**src/rtl/fswg_map.vh**
```
// Constants of the serial flash status and write-enable gate.
// Assumes inclusion by the gate module only; holds definitions and nothing else.
`ifndef FSWG_MAP_VH
`define FSWG_MAP_VH

// Status register field positions.
`define FSWG_SR_BUSY        0
`define FSWG_SR_WEN         1
`define FSWG_SR_BP_LSB      2
`define FSWG_SR_BP_MSB      5
`define FSWG_SR_QUAD        6
`define FSWG_SR_LOCK        7

// Reset value of the status register and of its non-volatile part.
`define FSWG_SR_RESET       8'h00
`define FSWG_NV_RESET       6'h00

// Address space layout: 21 address bits, 4 KB sectors, 32 KB and 64 KB blocks.
`define FSWG_ADDR_W         21
`define FSWG_SECTOR_LSB     12
`define FSWG_BLK32_LSB      15
`define FSWG_BLK64_LSB      16

// Instruction codes handled by the gate.
`define FSWG_OP_WRITE_STATUS    8'h01
`define FSWG_OP_PAGE_PROGRAM    8'h02
`define FSWG_OP_WRITE_DISABLE   8'h04
`define FSWG_OP_READ_STATUS     8'h05
`define FSWG_OP_WRITE_ENABLE    8'h06
`define FSWG_OP_AUTOBOOT_WRITE  8'h15
`define FSWG_OP_SECTOR_ERASE_A  8'h20
`define FSWG_OP_QUAD_PROGRAM_A  8'h32
`define FSWG_OP_QUAD_PROGRAM_B  8'h38
`define FSWG_OP_FUNC_WRITE      8'h42
`define FSWG_OP_HALF_BLK_ERASE  8'h52
`define FSWG_OP_CHIP_ERASE_A    8'h60
`define FSWG_OP_INFO_PROGRAM    8'h62
`define FSWG_OP_INFO_ERASE      8'h64
`define FSWG_OP_RDPARAM_NV_WR   8'h65
`define FSWG_OP_EXT_RDPARAM_NV  8'h85
`define FSWG_OP_CHIP_ERASE_B    8'hC7
`define FSWG_OP_SECTOR_ERASE_B  8'hD7
`define FSWG_OP_BLOCK_ERASE     8'hD8

// Bit counts of a complete frame for each instruction shape.
`define FSWG_LEN_OPCODE     6'h08
`define FSWG_LEN_ONE_BYTE   6'h10
`define FSWG_LEN_ADDR       6'h20
`define FSWG_LEN_ADDR_DATA  6'h28
`define FSWG_CNT_MAX        6'h3F

`endif

```
**src/rtl/fswg_gate.v**
```verilog
// Status register, write enable latch and busy gating of a serial flash.
// Assumes a mode 0 or mode 3 serial master; all pins are asynchronous to i_clk
// and the serial clock is several times slower than i_clk.
`timescale 1ns/1ps
`include "fswg_map.vh"

// Function
// - Uniform 4 KB sectors, 32/64 KB blocks.
// - Decode addresses to 1FFFFFh, sectors numbered ascending.
// - Register read repeats until chip select rises.
// - Eight-bit status register, fixed bit layout, zero default.
// - Busy flag is read-only, one means busy.
// - Busy during program, erase, nonvolatile writes.
// - While busy, ignore all but reads, reset, suspend of program or erase.
// - Latch set by enable, cleared by disable, reset or write end.
// - Latch clears when any write operation completes.
// - Write instructions inhibited while latch is zero.
// - Program and erase instructions need the latch.
// - Nonvolatile register writes need the latch too.
// - Volatile parameter sets run without the latch.
// - Protect, quad, lock bits nonvolatile, written by 01h.
// - Status read returns the whole status register.
// - Nonzero block protect bits mark blocks protected.
// - Quad enable bit switches the quad function.
// - Lock bit marks the status register protected.
// - Lock bit with protect pin low blocks status writes.
// - Sample on rising clock, drive on falling.
module fswg_gate #(
    parameter [7:0]  OP_READ_FUNC       = 8'h48,  // Function register read code.
    parameter [7:0]  OP_READ_EXT        = 8'h81,  // Extended read register read code.
    parameter [7:0]  OP_SOFT_RESET      = 8'h99,  // Software reset code.
    parameter [7:0]  OP_SUSPEND         = 8'h75,  // Program or erase suspend code.
    parameter [7:0]  OP_RDPARAM_VOL     = 8'hC0,  // Volatile read parameter set code.
    parameter [7:0]  OP_EXT_RDPARAM_VOL = 8'h83,  // Volatile extended parameter set code.
    parameter [15:0] ARRAY_BUSY_CYCLES  = 16'h0400, // Busy length of program or erase.
    parameter [15:0] REG_BUSY_CYCLES    = 16'h0100  // Busy length of a register write.
) (
    // Clock and reset.
    input  wire                      i_clk,
    input  wire                      i_rst_n,
    // Serial pins.
    input  wire                      i_sck,
    input  wire                      i_cs_n,
    input  wire                      i_si,
    input  wire                      i_wp_n,
    output reg                       o_so,
    output wire                      o_so_oe,
    // Accepted instruction towards the array logic.
    output reg                       o_cmd_valid,
    output reg  [7:0]                o_cmd_code,
    output reg  [`FSWG_ADDR_W-1:0]   o_cmd_addr,
    output reg  [8:0]                o_sector,
    output reg  [5:0]                o_block32,
    output reg  [4:0]                o_block64,
    // Status towards the rest of the device.
    output wire [7:0]                o_status,
    output wire                      o_busy,
    output wire                      o_quad_enable,
    output wire [3:0]                o_block_protect,
    output wire                      o_any_protected,
    output wire                      o_status_locked
);

    // Busy kinds: array operation or register write.
    localparam KIND_ARRAY = 1'b0;
    localparam KIND_REG   = 1'b1;

    // Three-stage synchronisers for each pin.
    reg  [2:0]  sck_sync_q;        // Serial clock stages.
    reg  [2:0]  cs_sync_q;         // Chip select stages.
    reg  [2:0]  si_sync_q;         // Serial data stages.
    reg  [2:0]  wp_sync_q;         // Write protect stages.
    reg         sck_f_q;           // Filtered serial clock.
    reg         cs_f_q;            // Filtered chip select, high when idle.
    reg         wp_f_q;            // Filtered write protect pin.

    // Frame state.
    reg  [5:0]  cnt_q;             // Bits taken in this frame, saturating.
    reg  [31:0] shift_q;           // Incoming bits, newest in bit 0.
    reg  [7:0]  op_q;              // Opcode of the current frame.
    reg  [7:0]  data_q;            // First byte after the opcode.
    reg  [`FSWG_ADDR_W-1:0] addr_q; // Address of the current frame.
    reg         reading_q;         // Status read in progress.
    reg  [2:0]  rd_idx_q;          // Next status bit to drive, from bit 7 down.

    // Status state.
    reg  [5:0]  nv_q;              // Lock, quad and protect bits.
    reg         wen_q;             // Write enable latch.
    reg         busy_q;            // Busy flag.
    reg         kind_q;            // Kind of the running operation.
    reg  [15:0] busy_cnt_q;        // Cycles left of the running operation.
    reg  [5:0]  nv_new_q;          // Value to store when a status write ends.

    // Filter outputs and edges.
    wire        sck_stable = (sck_sync_q[1] == sck_sync_q[2]);
    wire        sck_rise   = sck_stable && sck_sync_q[2] && !sck_f_q;
    wire        sck_fall   = sck_stable && !sck_sync_q[2] && sck_f_q;
    wire        cs_stable  = (cs_sync_q[1] == cs_sync_q[2]);
    wire        cs_rise    = cs_stable && cs_sync_q[2] && !cs_f_q;
    wire        selected   = !cs_f_q;
    wire        rise_act   = sck_rise && selected;
    wire [31:0] shift_d    = {shift_q[30:0], si_sync_q[2]};

    // Status bits as seen by the host.
    assign o_status        = {nv_q, wen_q, busy_q};
    assign o_busy          = busy_q;
    assign o_quad_enable   = nv_q[`FSWG_SR_QUAD-2];
    assign o_block_protect = nv_q[`FSWG_SR_BP_MSB-2:0];
    assign o_any_protected = |nv_q[`FSWG_SR_BP_MSB-2:0];
    assign o_status_locked = nv_q[`FSWG_SR_LOCK-2];
    assign o_so_oe         = reading_q && selected;

    // Instruction classes.
    reg         needs_wen;         // Program, erase or nonvolatile write.
    reg         is_array;          // Operation that touches the array.
    reg         len_ok;            // Frame length fits the instruction.
    reg         allowed_busy;      // May run while busy.
    reg         is_volatile;       // Volatile parameter set.
    wire        sr_write_blocked = o_status_locked && !wp_f_q;

    // Classify the latched opcode for the execution at chip select rise.
    always @* begin
        needs_wen    = 1'b0;
        is_array     = 1'b0;
        len_ok       = (cnt_q >= `FSWG_LEN_ONE_BYTE);
        case (op_q)
            `FSWG_OP_PAGE_PROGRAM, `FSWG_OP_QUAD_PROGRAM_A,
            `FSWG_OP_QUAD_PROGRAM_B: begin
                needs_wen = 1'b1;
                is_array  = 1'b1;
                len_ok    = (cnt_q >= `FSWG_LEN_ADDR_DATA);
            end
            `FSWG_OP_SECTOR_ERASE_A, `FSWG_OP_SECTOR_ERASE_B,
            `FSWG_OP_HALF_BLK_ERASE, `FSWG_OP_BLOCK_ERASE: begin
                needs_wen = 1'b1;
                is_array  = 1'b1;
                len_ok    = (cnt_q == `FSWG_LEN_ADDR);
            end
            `FSWG_OP_CHIP_ERASE_A, `FSWG_OP_CHIP_ERASE_B: begin
                // Chip erase also requires every block unprotected.
                needs_wen = 1'b1;
                is_array  = 1'b1;
                len_ok    = (cnt_q == `FSWG_LEN_OPCODE) && !o_any_protected;
            end
            `FSWG_OP_WRITE_STATUS, `FSWG_OP_FUNC_WRITE, `FSWG_OP_RDPARAM_NV_WR,
            `FSWG_OP_EXT_RDPARAM_NV, `FSWG_OP_INFO_ERASE, `FSWG_OP_INFO_PROGRAM,
            `FSWG_OP_AUTOBOOT_WRITE: begin
                needs_wen = 1'b1;
            end
            default: begin
                len_ok    = (cnt_q >= `FSWG_LEN_OPCODE);
            end
        endcase
        // Only status, function and read register reads, reset, and suspend of an array operation pass a busy device.
        allowed_busy = (op_q == `FSWG_OP_READ_STATUS) || (op_q == OP_READ_FUNC) ||
                       (op_q == OP_READ_EXT) || (op_q == OP_SOFT_RESET) ||
                       ((op_q == OP_SUSPEND) && (kind_q == KIND_ARRAY));
        is_volatile  = (op_q == OP_RDPARAM_VOL) || (op_q == OP_EXT_RDPARAM_VOL);
    end

    // Pin synchronisers and glitch filters; a level counts once stages two and three agree.
    always @(posedge i_clk or negedge i_rst_n) begin
        if (!i_rst_n) begin
            sck_sync_q <= 3'h0;
            cs_sync_q  <= 3'h7;
            si_sync_q  <= 3'h0;
            wp_sync_q  <= 3'h7;
            sck_f_q    <= 1'b0;
            cs_f_q     <= 1'b1;
            wp_f_q     <= 1'b1;
        end else begin
            sck_sync_q <= {sck_sync_q[1:0], i_sck};
            cs_sync_q  <= {cs_sync_q[1:0], i_cs_n};
            si_sync_q  <= {si_sync_q[1:0], i_si};
            wp_sync_q  <= {wp_sync_q[1:0], i_wp_n};
            if (sck_stable) begin
                sck_f_q <= sck_sync_q[2];
            end
            if (cs_stable) begin
                cs_f_q <= cs_sync_q[2];
            end
            if (wp_sync_q[1] == wp_sync_q[2]) begin
                wp_f_q <= wp_sync_q[2];
            end
        end
    end

    // Frame receiver: bits taken on rising serial clock edges only.
    always @(posedge i_clk or negedge i_rst_n) begin
        if (!i_rst_n) begin
            cnt_q     <= 6'h00;
            shift_q   <= 32'h0000_0000;
            op_q      <= 8'h00;
            data_q    <= 8'h00;
            addr_q    <= {`FSWG_ADDR_W{1'b0}};
            reading_q <= 1'b0;
        end else if (!selected) begin
            // Idle: clear the frame so the next one starts from bit zero.
            cnt_q     <= 6'h00;
            reading_q <= 1'b0;
        end else if (rise_act) begin
            shift_q <= shift_d;
            if (cnt_q != `FSWG_CNT_MAX) begin
                cnt_q <= cnt_q + 6'h01;
            end
            if (cnt_q == `FSWG_LEN_OPCODE - 6'h01) begin
                op_q      <= shift_d[7:0];
                reading_q <= (shift_d[7:0] == `FSWG_OP_READ_STATUS);
            end
            if (cnt_q == `FSWG_LEN_ONE_BYTE - 6'h01) begin
                data_q <= shift_d[7:0];
            end
            if (cnt_q == `FSWG_LEN_ADDR - 6'h01) begin
                // Upper address bits beyond the 2 MB space are dropped.
                addr_q <= shift_d[`FSWG_ADDR_W-1:0];
            end
        end
    end

    // Status output: live status, bit 7 first, updated on falling edges, wrapping each byte.
    always @(posedge i_clk or negedge i_rst_n) begin
        if (!i_rst_n) begin
            o_so     <= 1'b0;
            rd_idx_q <= 3'h0;
        end else if (!reading_q) begin
            rd_idx_q <= 3'h0;
        end else if (sck_fall && selected) begin
            // The index wraps after bit 0, so the register repeats while selected.
            o_so     <= o_status[3'h7 - rd_idx_q];
            rd_idx_q <= rd_idx_q + 3'h1;
        end
    end

    // Execution at chip select rise, busy timing and latch control.
    always @(posedge i_clk or negedge i_rst_n) begin
        if (!i_rst_n) begin
            nv_q        <= `FSWG_NV_RESET;
            wen_q       <= 1'b0;
            busy_q      <= 1'b0;
            kind_q      <= KIND_ARRAY;
            busy_cnt_q  <= 16'h0000;
            nv_new_q    <= `FSWG_NV_RESET;
            o_cmd_valid <= 1'b0;
            o_cmd_code  <= 8'h00;
            o_cmd_addr  <= {`FSWG_ADDR_W{1'b0}};
            o_sector    <= 9'h000;
            o_block32   <= 6'h00;
            o_block64   <= 5'h00;
        end else begin
            o_cmd_valid <= 1'b0;
            if (busy_q) begin
                if (busy_cnt_q == 16'h0001) begin
                    // End of operation: store status bits of a register write, drop busy and the latch.
                    busy_q <= 1'b0;
                    wen_q  <= 1'b0;
                    if (kind_q == KIND_REG) begin
                        nv_q <= nv_new_q;
                    end
                end
                busy_cnt_q <= busy_cnt_q - 16'h0001;
            end
            if (cs_rise && (cnt_q != 6'h00) && (!busy_q || allowed_busy)) begin
                if (op_q == OP_SOFT_RESET) begin
                    // Software reset aborts the operation; stored bits stay.
                    busy_q      <= 1'b0;
                    wen_q       <= 1'b0;
                    busy_cnt_q  <= 16'h0000;
                    o_cmd_valid <= 1'b1;
                    o_cmd_code  <= op_q;
                end else if ((op_q == `FSWG_OP_WRITE_ENABLE) ||
                             (op_q == `FSWG_OP_WRITE_DISABLE)) begin
                    // Latch commands are reported too, so the array side sees them.
                    if (cnt_q == `FSWG_LEN_OPCODE) begin
                        wen_q       <= (op_q == `FSWG_OP_WRITE_ENABLE);
                        o_cmd_valid <= 1'b1;
                        o_cmd_code  <= op_q;
                    end
                end else if (needs_wen) begin
                    // Without the latch the instruction is dropped silently.
                    if (wen_q && len_ok && !((op_q == `FSWG_OP_WRITE_STATUS)
                                             && sr_write_blocked)) begin
                        busy_q      <= 1'b1;
                        kind_q      <= is_array ? KIND_ARRAY : KIND_REG;
                        busy_cnt_q  <= is_array ? ARRAY_BUSY_CYCLES : REG_BUSY_CYCLES;
                        // The latch bit of the written byte is ignored here.
                        nv_new_q    <= (op_q == `FSWG_OP_WRITE_STATUS) ?
                                       data_q[7:2] : nv_q;
                        o_cmd_valid <= 1'b1;
                        o_cmd_code  <= op_q;
                        o_cmd_addr  <= addr_q;
                        o_sector    <= addr_q[`FSWG_ADDR_W-1:`FSWG_SECTOR_LSB];
                        o_block32   <= addr_q[`FSWG_ADDR_W-1:`FSWG_BLK32_LSB];
                        o_block64   <= addr_q[`FSWG_ADDR_W-1:`FSWG_BLK64_LSB];
                    end
                end else if (len_ok && (op_q != `FSWG_OP_READ_STATUS)) begin
                    // Volatile sets, other reads and suspend pass straight on.
                    o_cmd_valid <= 1'b1;
                    o_cmd_code  <= op_q;
                    o_cmd_addr  <= addr_q;
                    if (is_volatile) begin
                        o_cmd_addr <= {{(`FSWG_ADDR_W-8){1'b0}}, data_q};
                    end
                end
            end
        end
    end

endmodule

```
**config.mk**
```make
export PLATFORM = sky130hd
export DESIGN_NAME = fswg_gate
export DESIGN_NICKNAME = d
export VERILOG_FILES = /design/src/rtl/fswg_gate.v
export VERILOG_INCLUDE_DIRS = /design/src /design/src/rtl
export SDC_FILE = /design/constraint.sdc
export NUM_CORES = 1
export LEC_CHECK = 0
export ABC_AREA = 1
export BUFFER_PORTS_ARGS = -buffer_cell sky130_fd_sc_hd__buf_4
export CAP_MARGIN = 20
export CORE_UTILIZATION = 55
export DETAILED_ROUTE_END_ITERATION = 16
export PLACE_DENSITY = 0.77
export SLEW_MARGIN = 10
export SYNTH_ARGS = -nofsm -noshare
export SYNTH_HDL_FRONTEND = slang
export SYNTH_SLANG_ARGS = --single-unit
```
**constraint.sdc**
```tcl
create_clock -name i_clk -period 2.1 [get_ports i_clk]
set_input_delay 0.105 -clock i_clk [delete_from_list [all_inputs] [get_ports i_clk]]
set_output_delay 0.105 -clock i_clk [all_outputs]
set_load 0.01 [all_outputs]
```
==> results.toml, run 1 <==
[run_status]
status = "complete, but fails checks"
failed_checks = "negative setup slack"

[worst_hold_path]
min_path_type = "primary input to async pin"

[cts]
cts_buffers = 17
cts_buffer_depth = 2
worstSkewPairLatency_ps = 430
cts.sinks = 153
cts_tree = "done"
cts_root_buf = "clkbuf_16"
h-tree-depth = 4
clk_pin_slew_ps = 70

[layout]
syn2layout_area_growth_pct = 28.44
mostFrequentLayoutCells = "198 x nand2_1, 143 x dfrtp_1, 117 x buf_4"
final_util = 0.7384
final_nets = 913
drive_above_1_share = 0.3004
fillers = 916
layout_commonest_cell = "nand2_1"
num_antenna_cells = 0

[global_routing]
grt_remaining_overflow = 0
grt_pass1_vias = 5451
grt_pass1_wl_um = 27380
top_usage_layer = "met2"
gr-usage-met3 = 0.05851
use_met2 = 0.4450
antenna_found_initial = 1
grt_usage = 0.2752
use_met1 = 0.3618
grt_start_max_net_pins = 58

[yosys]
synth_nets = 800
synth-main-ff-cell = "dfrtp_1"
synth_cells = 786
synth_edf_count = 0
ys_ff_latch = 153
yosysWarnings = 0
ys_types = 43
async_flop_share = 1.000
yosysSeqAreaShare = 0.5468
syn_avg_cell_area_um2 = 8.932
synth.cell_area_um2 = 7020

[placement]
port-buffer-count = 73
detailed_place_hpwl_um = 11560
gp_congestion = 0.8743
pre_cts_slack_ps = -7.730

[sta]
slew_headroom = 0.5978
fmax_mhz = 475.6
skew_ps = 9.586
fin_tns_setup_ps = -2.697
drv_slew = 0
hold_viol_final = 0
rsz0062_at_grt = "yes"
worst_slack_ps = -2.697
tightest_slew_ps = 603.4
post-route-period-util = 1.001
fin_crit_ps = 2103
setup_viol_count_final = 1

[critical_path]
setup.worst_path.start_class = "flip-flop"
rr_worst_depth = 15
r2r_slack_ps = -3
path_max_fanout = 6
worstPathArrival_ps = 2420
worstReg2RegEnd = "o_cmd_addr[2]"
reg2reg_from = "op_q[4]"
required_ps = 2410
cp-end-kind = "flip-flop"
path_class = "flip-flop to flip-flop"

[floorplan]
ios = 74
core_um2 = 12210
die-area_um2 = 13220
die_w_um = 115.0
die_h_um = 115.0
initial_utilization = 0.5749
rows = 40

[pwr]
p_per_area_nw_per_um2 = 746.0
leakagePower_nw = 4.319
p_total_mw = 6.727
ir_drop_v = 0.0006547

[route]
wl_um = 18080
drc_errors = 0
wl_per_cell_um = 16.74
via_count = 5810
first_pass_iters = 5
via_per_inst = 5.380
detail-route-antenna-nets = 0
drt-initial-drc-count = 416

[flow_run]
cap_violations = 0
-- what timing repair did --
action | CTS | global route
resized for setup | 5 | 58
setup endpoints to repair | 6 | 60
pin swaps | 1 | 12
endpoints found under the hold margin | 57 | 0
setup buffers | 1 | 16
hold buffers | 5 | 0
cloned | 1 | 4
-- worst max path at each step --
stage                     cells past startpoint  startpoint  slack, ps             end
final                                        15     op_q[4]         -3   o_cmd_addr[2]
after global routing                         15     op_q[4]       -110   o_cmd_addr[2]
after CTS                                    12    cnt_q[4]         40   o_cmd_addr[0]
after detailed placement                     12    cnt_q[4]         -8   o_cmd_addr[9]
after global placement                       12     op_q[6]         40  o_cmd_addr[11]
after floorplan                               9      o_busy        340  busy_cnt_q[10]
-- cell usage after synthesis (2+ instances only) --
master,number,area (µm²)
a21oi_1,14,70.07
a31oi_1,2,12.51
buf_2,3,15.01
buf_4,21,157.7
buf_6,4,45.04
clkbuf_1,12,45.04
dfrtp_1,145,3628
dfstp_2,8,210.2
ha_1,8,100.1
inv_1,61,229.0
inv_2,8,30.03
mux2_2,6,67.56
mux2i_1,8,80.08
nand2_1,219,822.0
nand2_2,19,118.9
nand3_1,25,125.1
nand3_2,3,30.03
nand4_1,6,37.54
nor2_1,59,221.5
nor2_2,4,25.02
nor2_4,3,33.78
nor3_1,8,40.04
nor3b_1,3,22.52
nor4_1,3,18.77
o21ai_0,83,415.4
o21ai_1,7,35.03
o21ai_2,21,183.9
or2_2,2,12.51
xnor2_1,2,17.52
xor2_1,6,52.55
-- registers in the layout, summed over array words and instances (netlist names), 3 cells and up --
name / cells
nv_q: 6
o_cmd_code: 8
shift_q: 20
o_cmd_addr: 21
nv_new_q: 6
busy_cnt_q: 16
op_q: 8
data_q: 8
rd_idx_q: 3
o_sector: 9
wp_sync_q: 3
addr_q: 21
cnt_q: 6
cs_sync_q: 3
sck_sync_q: 3
si_sync_q: 3
-- through the flow --
stage	hold WS, ps	area, µm²	cells
2_1_floorplan	-190.6	7020	786
3_3_place_gp	118.0	7855	1021
3_5_place_dp	120.1	7855	1021
4_1_cts	249.5	8588	1060
5_1_grt	284.8	9017	1080
6_report	236.8	9017	1080
-- where the power goes --
part	internal, mW	total (mW)	switching [mW]
clock	1.93	3.29	1.37
combinational	0.107	0.330	0.223
sequential	3.03	3.10	0.0739
-- layer usage --
metal  share of wire  vias up
li1                -     2746
met1            0.44     2818
met2            0.49      199
met3           0.054       45
met4           0.024        2
met5         0.00061        -
-- worst max-delay path, cell delays in order (launching register included) --
cell       delay, ps
dfrtp_2          450
inv_4             90
nand2_4           80
nor2_4           240
nand2_1           80
nand2_1           80
nand2_2           70
nor2_1            90
nor2_1            60
nand3_2          120
nand2_4           80
nand2_4          110
nand2_8          100
clkbuf_16        200
nand2_1           70
o21ai_2           60
-- cell families (layout without fill, tap and decap cells) --
kind of cell / Yosys count / in the layout / synth area share
xor+xnor: 8 / 8 / 0.009981
simple gates: 359 / 359 / 0.2221
flops: 153 / 153 / 0.5468
mux: 14 / 14 / 0.02103
buf+inv: 110 / 236 / 0.07503
compound gates: 133 / 133 / 0.1094
fa+ha+maj: 9 / 9 / 0.01568
-- area by class of cell --
cell class	count	area (µm²)	share of cell area
sequential	153	3841	0.4260
multi-input combinational	523	2885	0.3200
timing repair buffer	135	1185	0.1314
clock buffer	17	425.4	0.04718
inverter	69	264.0	0.02928
tap	168	210.2	0.02331
clock inverter	15	206.4	0.02289
Power figures use the tool's default switching activity.
==> run 2, diff against run 1 <==
--- a/config.mk
+++ b/config.mk
@@ -6,7 +6,6 @@
 export SDC_FILE = /design/constraint.sdc
 export NUM_CORES = 1
 export LEC_CHECK = 0
-export ABC_AREA = 1
 export BUFFER_PORTS_ARGS = -buffer_cell sky130_fd_sc_hd__buf_4
 export CAP_MARGIN = 20
 export CORE_UTILIZATION = 55
==> constraint.sdc (replaced) <==
create_clock -name i_clk -period 2.6 [get_ports i_clk]
set_input_delay 0.13 -clock i_clk [delete_from_list [all_inputs] [get_ports i_clk]]
set_output_delay 0.13 -clock i_clk [all_outputs]
set_load 0.01 [all_outputs]
==> results.toml, run 2 <==
[yosys]
synth-main-ff-cell = "dfrtp_1"
yosys-top-cells-area = "dfrtp_1 52%, mux2_2 12%, dfstp_2 3.0%"
synth_top_cells_by_count = "145 x dfrtp_1, 72 x mux2_2, 39 x nor2_1, 35 x nand2_1, 24 x inv_1"
synth_cells = 580
synth_edf_count = 0
synth_top_area_share = 0.5192
ys_types = 55
synth.cell_area_um2 = 6989
async_flop_share = 1.000
syn_avg_cell_area_um2 = 12.05
synth_top_cell_by_area = "dfrtp_1"
yosysSeqAreaShare = 0.5492
synth_nets = 594
yosysWarnings = 0
yosysMostFrequentCell = "dfrtp_1"
ys_ff_latch = 153

[floorplan]
core_um2 = 12210
die_h_um = 114.7
ios = 74
die-area_um2 = 13160
initial_utilization = 0.5723
die_w_um = 114.7
rows = 40

[global_routing]
grt_remaining_overflow = 0
grt_pass1_wl_um = 24960
antenna_found_initial = 0
grt_usage = 0.2506
grt_pass1_vias = 4926
grt_start_max_net_pins = 88

[layout]
final_nets = 707
mostFrequentLayoutCells = "145 x dfrtp_1, 126 x buf_4, 72 x mux2_2"
fillers = 877
stdcell_count = 874
multiInputGateArea_um2 = 2924
layout_commonest_cell = "dfrtp_1"
syn2layout_area_growth_pct = 26.82
regArea_um2 = 3839
num_antenna_cells = 0
drive_above_1_share = 0.4249
largestRegisters = "addr_q: 21 flops, o_cmd_addr: 21 flops, shift_q: 20 flops"

[critical_path]
worst-path-buf-inv = 2
path_max_fanout = 9
required_ps = 2910
cp-end-kind = "flip-flop"
critPathTopFamily = "simple AND/OR/NAND/NOR gates"
worstPathCellList = "or4_4 > or4_4 > nand2_1 > a311o_1 > a21oi_4 > buf_4 > a21oi_4 > buf_6 > mux2_4"
critPathSlowestCell = "or4_4"
slowest_delay_ps = 560
path_class = "flip-flop to flip-flop"
setup.worst_path.start_class = "flip-flop"
worstPathArrival_ps = 3130

[sta]
post-route-period-util = 1.086
setup_viol_count_final = 63
rsz0062_at_grt = "yes"
slew_headroom = 0.6682
skew_ps = 9.003
fin_crit_ps = 2823
tightest_slew_ps = 496.4
hold_viol_final = 0
fmax_mhz = 354.3
worst_slack_ps = -222.6
drv_slew = 0

[cts]
cts.sinks = 153
h-tree-depth = 4
cts_buffers = 17
cts_buffer_depth = 2
clk_pin_slew_ps = 60
worstSkewPairLatency_ps = 430
cts_root_buf = "clkbuf_16"
cts_tree = "done"

[placement]
gp_congestion = 0.8588
port-buffer-count = 73
detailed_place_hpwl_um = 9919
place_inst = 821

[pwr]
p_per_area_nw_per_um2 = 608.5
p_comb_frac = 0.033
sw_frac_of_total = 0.2123
clockPowerShare = 0.494
leakagePower_nw = 4.327
p_int_mw = 4.248
power.share.sequential = 0.473
ir_drop_v = 0.0005467
p_sw_mw = 1.145
p_total_mw = 5.393

[route]
via_count = 4810
drc_errors = 0
wl_um = 15220
detail-route-antenna-nets = 0
via_per_inst = 5.503
first_pass_iters = 5
drt-initial-drc-count = 369
wl_per_cell_um = 17.41

[run_status]
status = "complete, but fails checks"
failed_checks = "negative setup slack"

[worst_hold_path]
min_path_type = "primary input to async pin"

[flow_run]
cap_violations = 0
run 2: power by group through the flow:
stage          Clock [mW]  Combinational [mW]  Sequential (mW)
2_1_floorplan           0               0.103             2.55
3_3_place_gp            0               0.164             2.58
3_5_place_dp            0               0.174             2.59
4_1_cts              2.70               0.184             2.55
5_1_grt              2.80               0.202             2.56
6_report             2.66               0.180             2.55
run 2: what timing repair did:
action,4_1_cts,5_1_grt
gates cloned,2,0
hold endpoints to repair,39,0
buffers inserted,11,4
setup endpoints to repair,63,63
pin swaps,7,5
gates resized for setup,14,12
hold buffers,5,0
run 2: cell families (layout without fill, tap and decap cells):
| kind of cell | count (synthesis) | in the layout | share of synthesized area |
|---|---|---|---|
| xor gates and xnor gates | 21 | 21 | 0.02632 |
| and+or+nand+nor | 153 | 154 | 0.1128 |
| muxes | 113 | 113 | 0.1853 |
| adders and majority gates | 9 | 9 | 0.01575 |
| DFF | 153 | 153 | 0.5492 |
| AOI/OAI and AO/OA | 59 | 59 | 0.05514 |
| buffers and inverters | 72 | 197 | 0.05550 |
run 2: final timing paths:
check	from	to	slack [ps]	depth (start not counted)
min	i_rst_n	busy_cnt_q[4]	170	2
max reg2reg	op_q[6]	o_cmd_addr[7]	-220	9
max	op_q[6]	o_cmd_addr[7]	-220	9
min reg2reg	sck_sync_q[0]	sck_sync_q[1]	340	0
max in group asynchronous	i_rst_n	cs_sync_q[2]	1660	3
min in group i_clk	sck_sync_q[0]	sck_sync_q[1]	340	0
run 2: cell type report:
type / count / share of cell area
clock inverters: 10 / 0.01863
well taps: 168 / 0.02372
flip-flops and latches: 153 / 0.4331
multi-input cells: 356 / 0.3299
repair buffers: 141 / 0.1299
clock buffers: 22 / 0.05463
inverters: 24 / 0.01016
run 2: per-layer routing:
| metal | track usage | wire, µm | up-vias |
|---|---|---|---|
| met3 | 0.06009 | 616 | 29 |
| met5 | 0 | 0 | - |
| met4 | 0.08225 | 293 | 0 |
| met1 | 0.3244 | 6751 | 2406 |
| met2 | 0.4182 | 7555 | 129 |
| li1 | - | - | 2246 |
run 2: per-stage QoR:
step	cell area [µm²]	setup slack, ps	hold WS, ps	setup TNS, ps	util
3_5_place_dp	7936	-334.3	58.29	-13550	0.6499
3_3_place_gp	7936	-198.1	52.06	-8009	0.6499
2_1_floorplan	7078	-167.3	-165.6	-3433	-
5_1_grt	8864	-293.0	212.1	-15060	0.7258
4_1_cts	8820	-129.4	176.4	-5705	0.7222
6_report	8864	-222.6	173.9	-9792	0.7258
==> run 3, diff against run 2 <==
--- a/config.mk
+++ b/config.mk
@@ -11,6 +11,7 @@
 export CORE_UTILIZATION = 55
 export DETAILED_ROUTE_END_ITERATION = 16
 export PLACE_DENSITY = 0.77
+export SETUP_SLACK_MARGIN = 0.4
 export SLEW_MARGIN = 10
 export SYNTH_ARGS = -nofsm -noshare
 export SYNTH_HDL_FRONTEND = slang
==> constraint.sdc (replaced) <==
create_clock -name i_clk -period 2.6 [get_ports i_clk]
set_input_delay 0.39 -clock i_clk [delete_from_list [all_inputs] [get_ports i_clk]]
set_output_delay 0.39 -clock i_clk [all_outputs]
set_load 0.01 [all_outputs]
==> results.toml, run 3 (synthesis gave the netlist of run 2 again) <==
[floorplan]
die-area_um2 = 13160
core_um2 = 12210
initial_utilization = 0.5723
rows = 40
die_w_um = 114.7
die_h_um = 114.7
ios = 74

[layout]
num_antenna_cells = 0
syn2layout_area_growth_pct = 26.69
largestRegisters = "addr_q: 21 flops, o_cmd_addr: 21 flops, shift_q: 20 flops"
final_nets = 700
mostFrequentLayoutCells = "145 x dfrtp_1, 119 x buf_4, 72 x mux2_2"
layout_commonest_cell = "dfrtp_1"
fillers = 861
stdcell_count = 867
drive_above_1_share = 0.4235

[cts]
cts.sinks = 153
cts_buffer_depth = 2
clk_pin_slew_ps = 60
cts_tree = "done"
h-tree-depth = 4
worstSkewPairLatency_ps = 430
cts_root_buf = "clkbuf_16"
cts_buffers = 17

[critical_path]
cp-end-kind = "flip-flop"
required_ps = 2910
critPathSlowestCell = "or4_4"
path_max_fanout = 6
slowest_delay_ps = 580
worstPathCellList = "or4_4 > or4_4 > o211ai_1 > o32ai_2 > a21oi_4 > buf_6 > a21oi_4 > buf_12 > buf_12 > mux2i_4"
worstPathArrival_ps = 3200
setup.worst_path.start_class = "flip-flop"
path_class = "flip-flop to flip-flop"
worst-path-buf-inv = 3
critPathTopFamily = "simple AND/OR/NAND/NOR gates"

[global_routing]
grt_usage = 0.2473
antenna_found_initial = 0
gr-usage-met3 = 0.06115
grt_pass1_vias = 4876
top_usage_layer = "met2"
use_met2 = 0.4061
use_met1 = 0.3222
grt_remaining_overflow = 0
grt_pass1_wl_um = 24580
grt_start_max_net_pins = 71

[pwr]
leakagePower_nw = 4.314
p_per_area_nw_per_um2 = 589.7
power.share.sequential = 0.488
p_int_mw = 4.083
clockPowerShare = 0.478
p_sw_mw = 1.139
sw_frac_of_total = 0.2181
ir_drop_v = 0.0004246
p_comb_frac = 0.034

[sta]
post-route-period-util = 1.111
fin_tns_setup_ps = -13120
fmax_mhz = 346.1
hold_viol_final = 0
setup_viol_count_final = 63
drv_slew = 0
skew_ps = 11.02
slew_headroom = 0.5520
fin_crit_ps = 2889
tightest_slew_ps = 672.1
rsz0062_at_grt = "yes"
worst_slack_ps = -289.3

[run_status]
failed_checks = "negative setup slack"
status = "complete, but fails checks"

[route]
wl_um = 15210
drt-initial-drc-count = 296
first_pass_iters = 4
drc_errors = 0
via_per_inst = 5.555
via_count = 4816
wl_per_cell_um = 17.54
detail-route-antenna-nets = 0

[placement]
detailed_place_hpwl_um = 9980
port-buffer-count = 73
pre_cts_slack_ps = -308.1
place_inst = 821
gp_congestion = 0.9133

[flow_run]
cap_violations = 0

[worst_hold_path]
min_path_type = "primary input to flip-flop"
run 3: changes by cell type in the layout (fill, tap and decap cells not counted), sizes merged:
cell / previous run / this run
clkinvlp: 3 / 1
dlygate4sd3: 5 / 1
clkbuf: 22 / 25
inv: 24 / 25
bufinv: 4 / 2
bufbuf: 1 / 0
buf: 135 / 131
clkinv: 3 / 5
run 3: path summary, 6_finish.rpt:
path	start	endpoint	slack (ps)	depth (start not counted)
worst min register to register	si_sync_q[0]	si_sync_q[1]	350	0
worst max-delay path	op_q[4]	o_cmd_addr[15]	-290	10
max in group asynchronous	i_rst_n	shift_q[10]	1390	3
min in group asynchronous	i_rst_n	busy_cnt_q[13]	520	2
worst max register to register	op_q[4]	o_cmd_addr[15]	-290	10
worst min-delay path	i_wp_n	wp_sync_q[0]	70	1
run 3: cell type report:
| type | instances | area [µm²] | area share |
|---|---|---|---|
| Sequential cell | 153 | 3839 | 0.4335 |
| Tap cell | 168 | 210.2 | 0.02374 |
| Timing Repair Buffer | 134 | 1140 | 0.1287 |
| Clock inverter | 9 | 112.6 | 0.01272 |
| Clock buffer | 23 | 498.0 | 0.05624 |
| Multi-Input combinational cell | 356 | 2965 | 0.3349 |
| Inverter | 24 | 90.09 | 0.01017 |
run 3: stage by stage:
| stage | utilization | instance area (µm²) | hold WS, ps | total power [mW] |
|---|---|---|---|---|
| 6_report | 0.7251 | 8855 | 66.19 | 5.222 |
| 5_1_grt | 0.7251 | 8855 | 51.17 | 5.387 |
| 4_1_cts | 0.7127 | 8703 | 52.73 | 5.257 |
| 3_5_place_dp | 0.6509 | 7949 | 337.1 | 2.771 |
| 3_3_place_gp | 0.6509 | 7949 | 336.6 | 2.755 |
| 2_1_floorplan | - | 7082 | 94.41 | 2.651 |
run 3: repair_timing:
| item | CTS | global route |
|---|---|---|
| setup endpoints to repair | 69 | 71 |
| setup buffers | 6 | 4 |
| gates cloned | 1 | 2 |
| pin swaps | 4 | 8 |
| endpoints found under the hold margin | 5 | 0 |
| hold buffers | 1 | 0 |
| resized for setup | 14 | 17 |
run 3: layer usage:
layer / share of wire / vias to the layer above
li1: - / 2230
met5: 0 / -
met3: 0.038 / 21
met4: 0.020 / 0
met2: 0.50 / 123
met1: 0.44 / 2442
run 3: power groups by stage:
stage                     Combinational, mW  Sequential [mW]  Clock, mW
after floorplan                       0.103             2.55          0
after global placement                0.169             2.59          0
after detailed placement              0.177             2.59          0
after CTS                             0.181             2.55       2.53
after global routing                  0.201             2.56       2.62
final                                 0.179             2.55       2.49
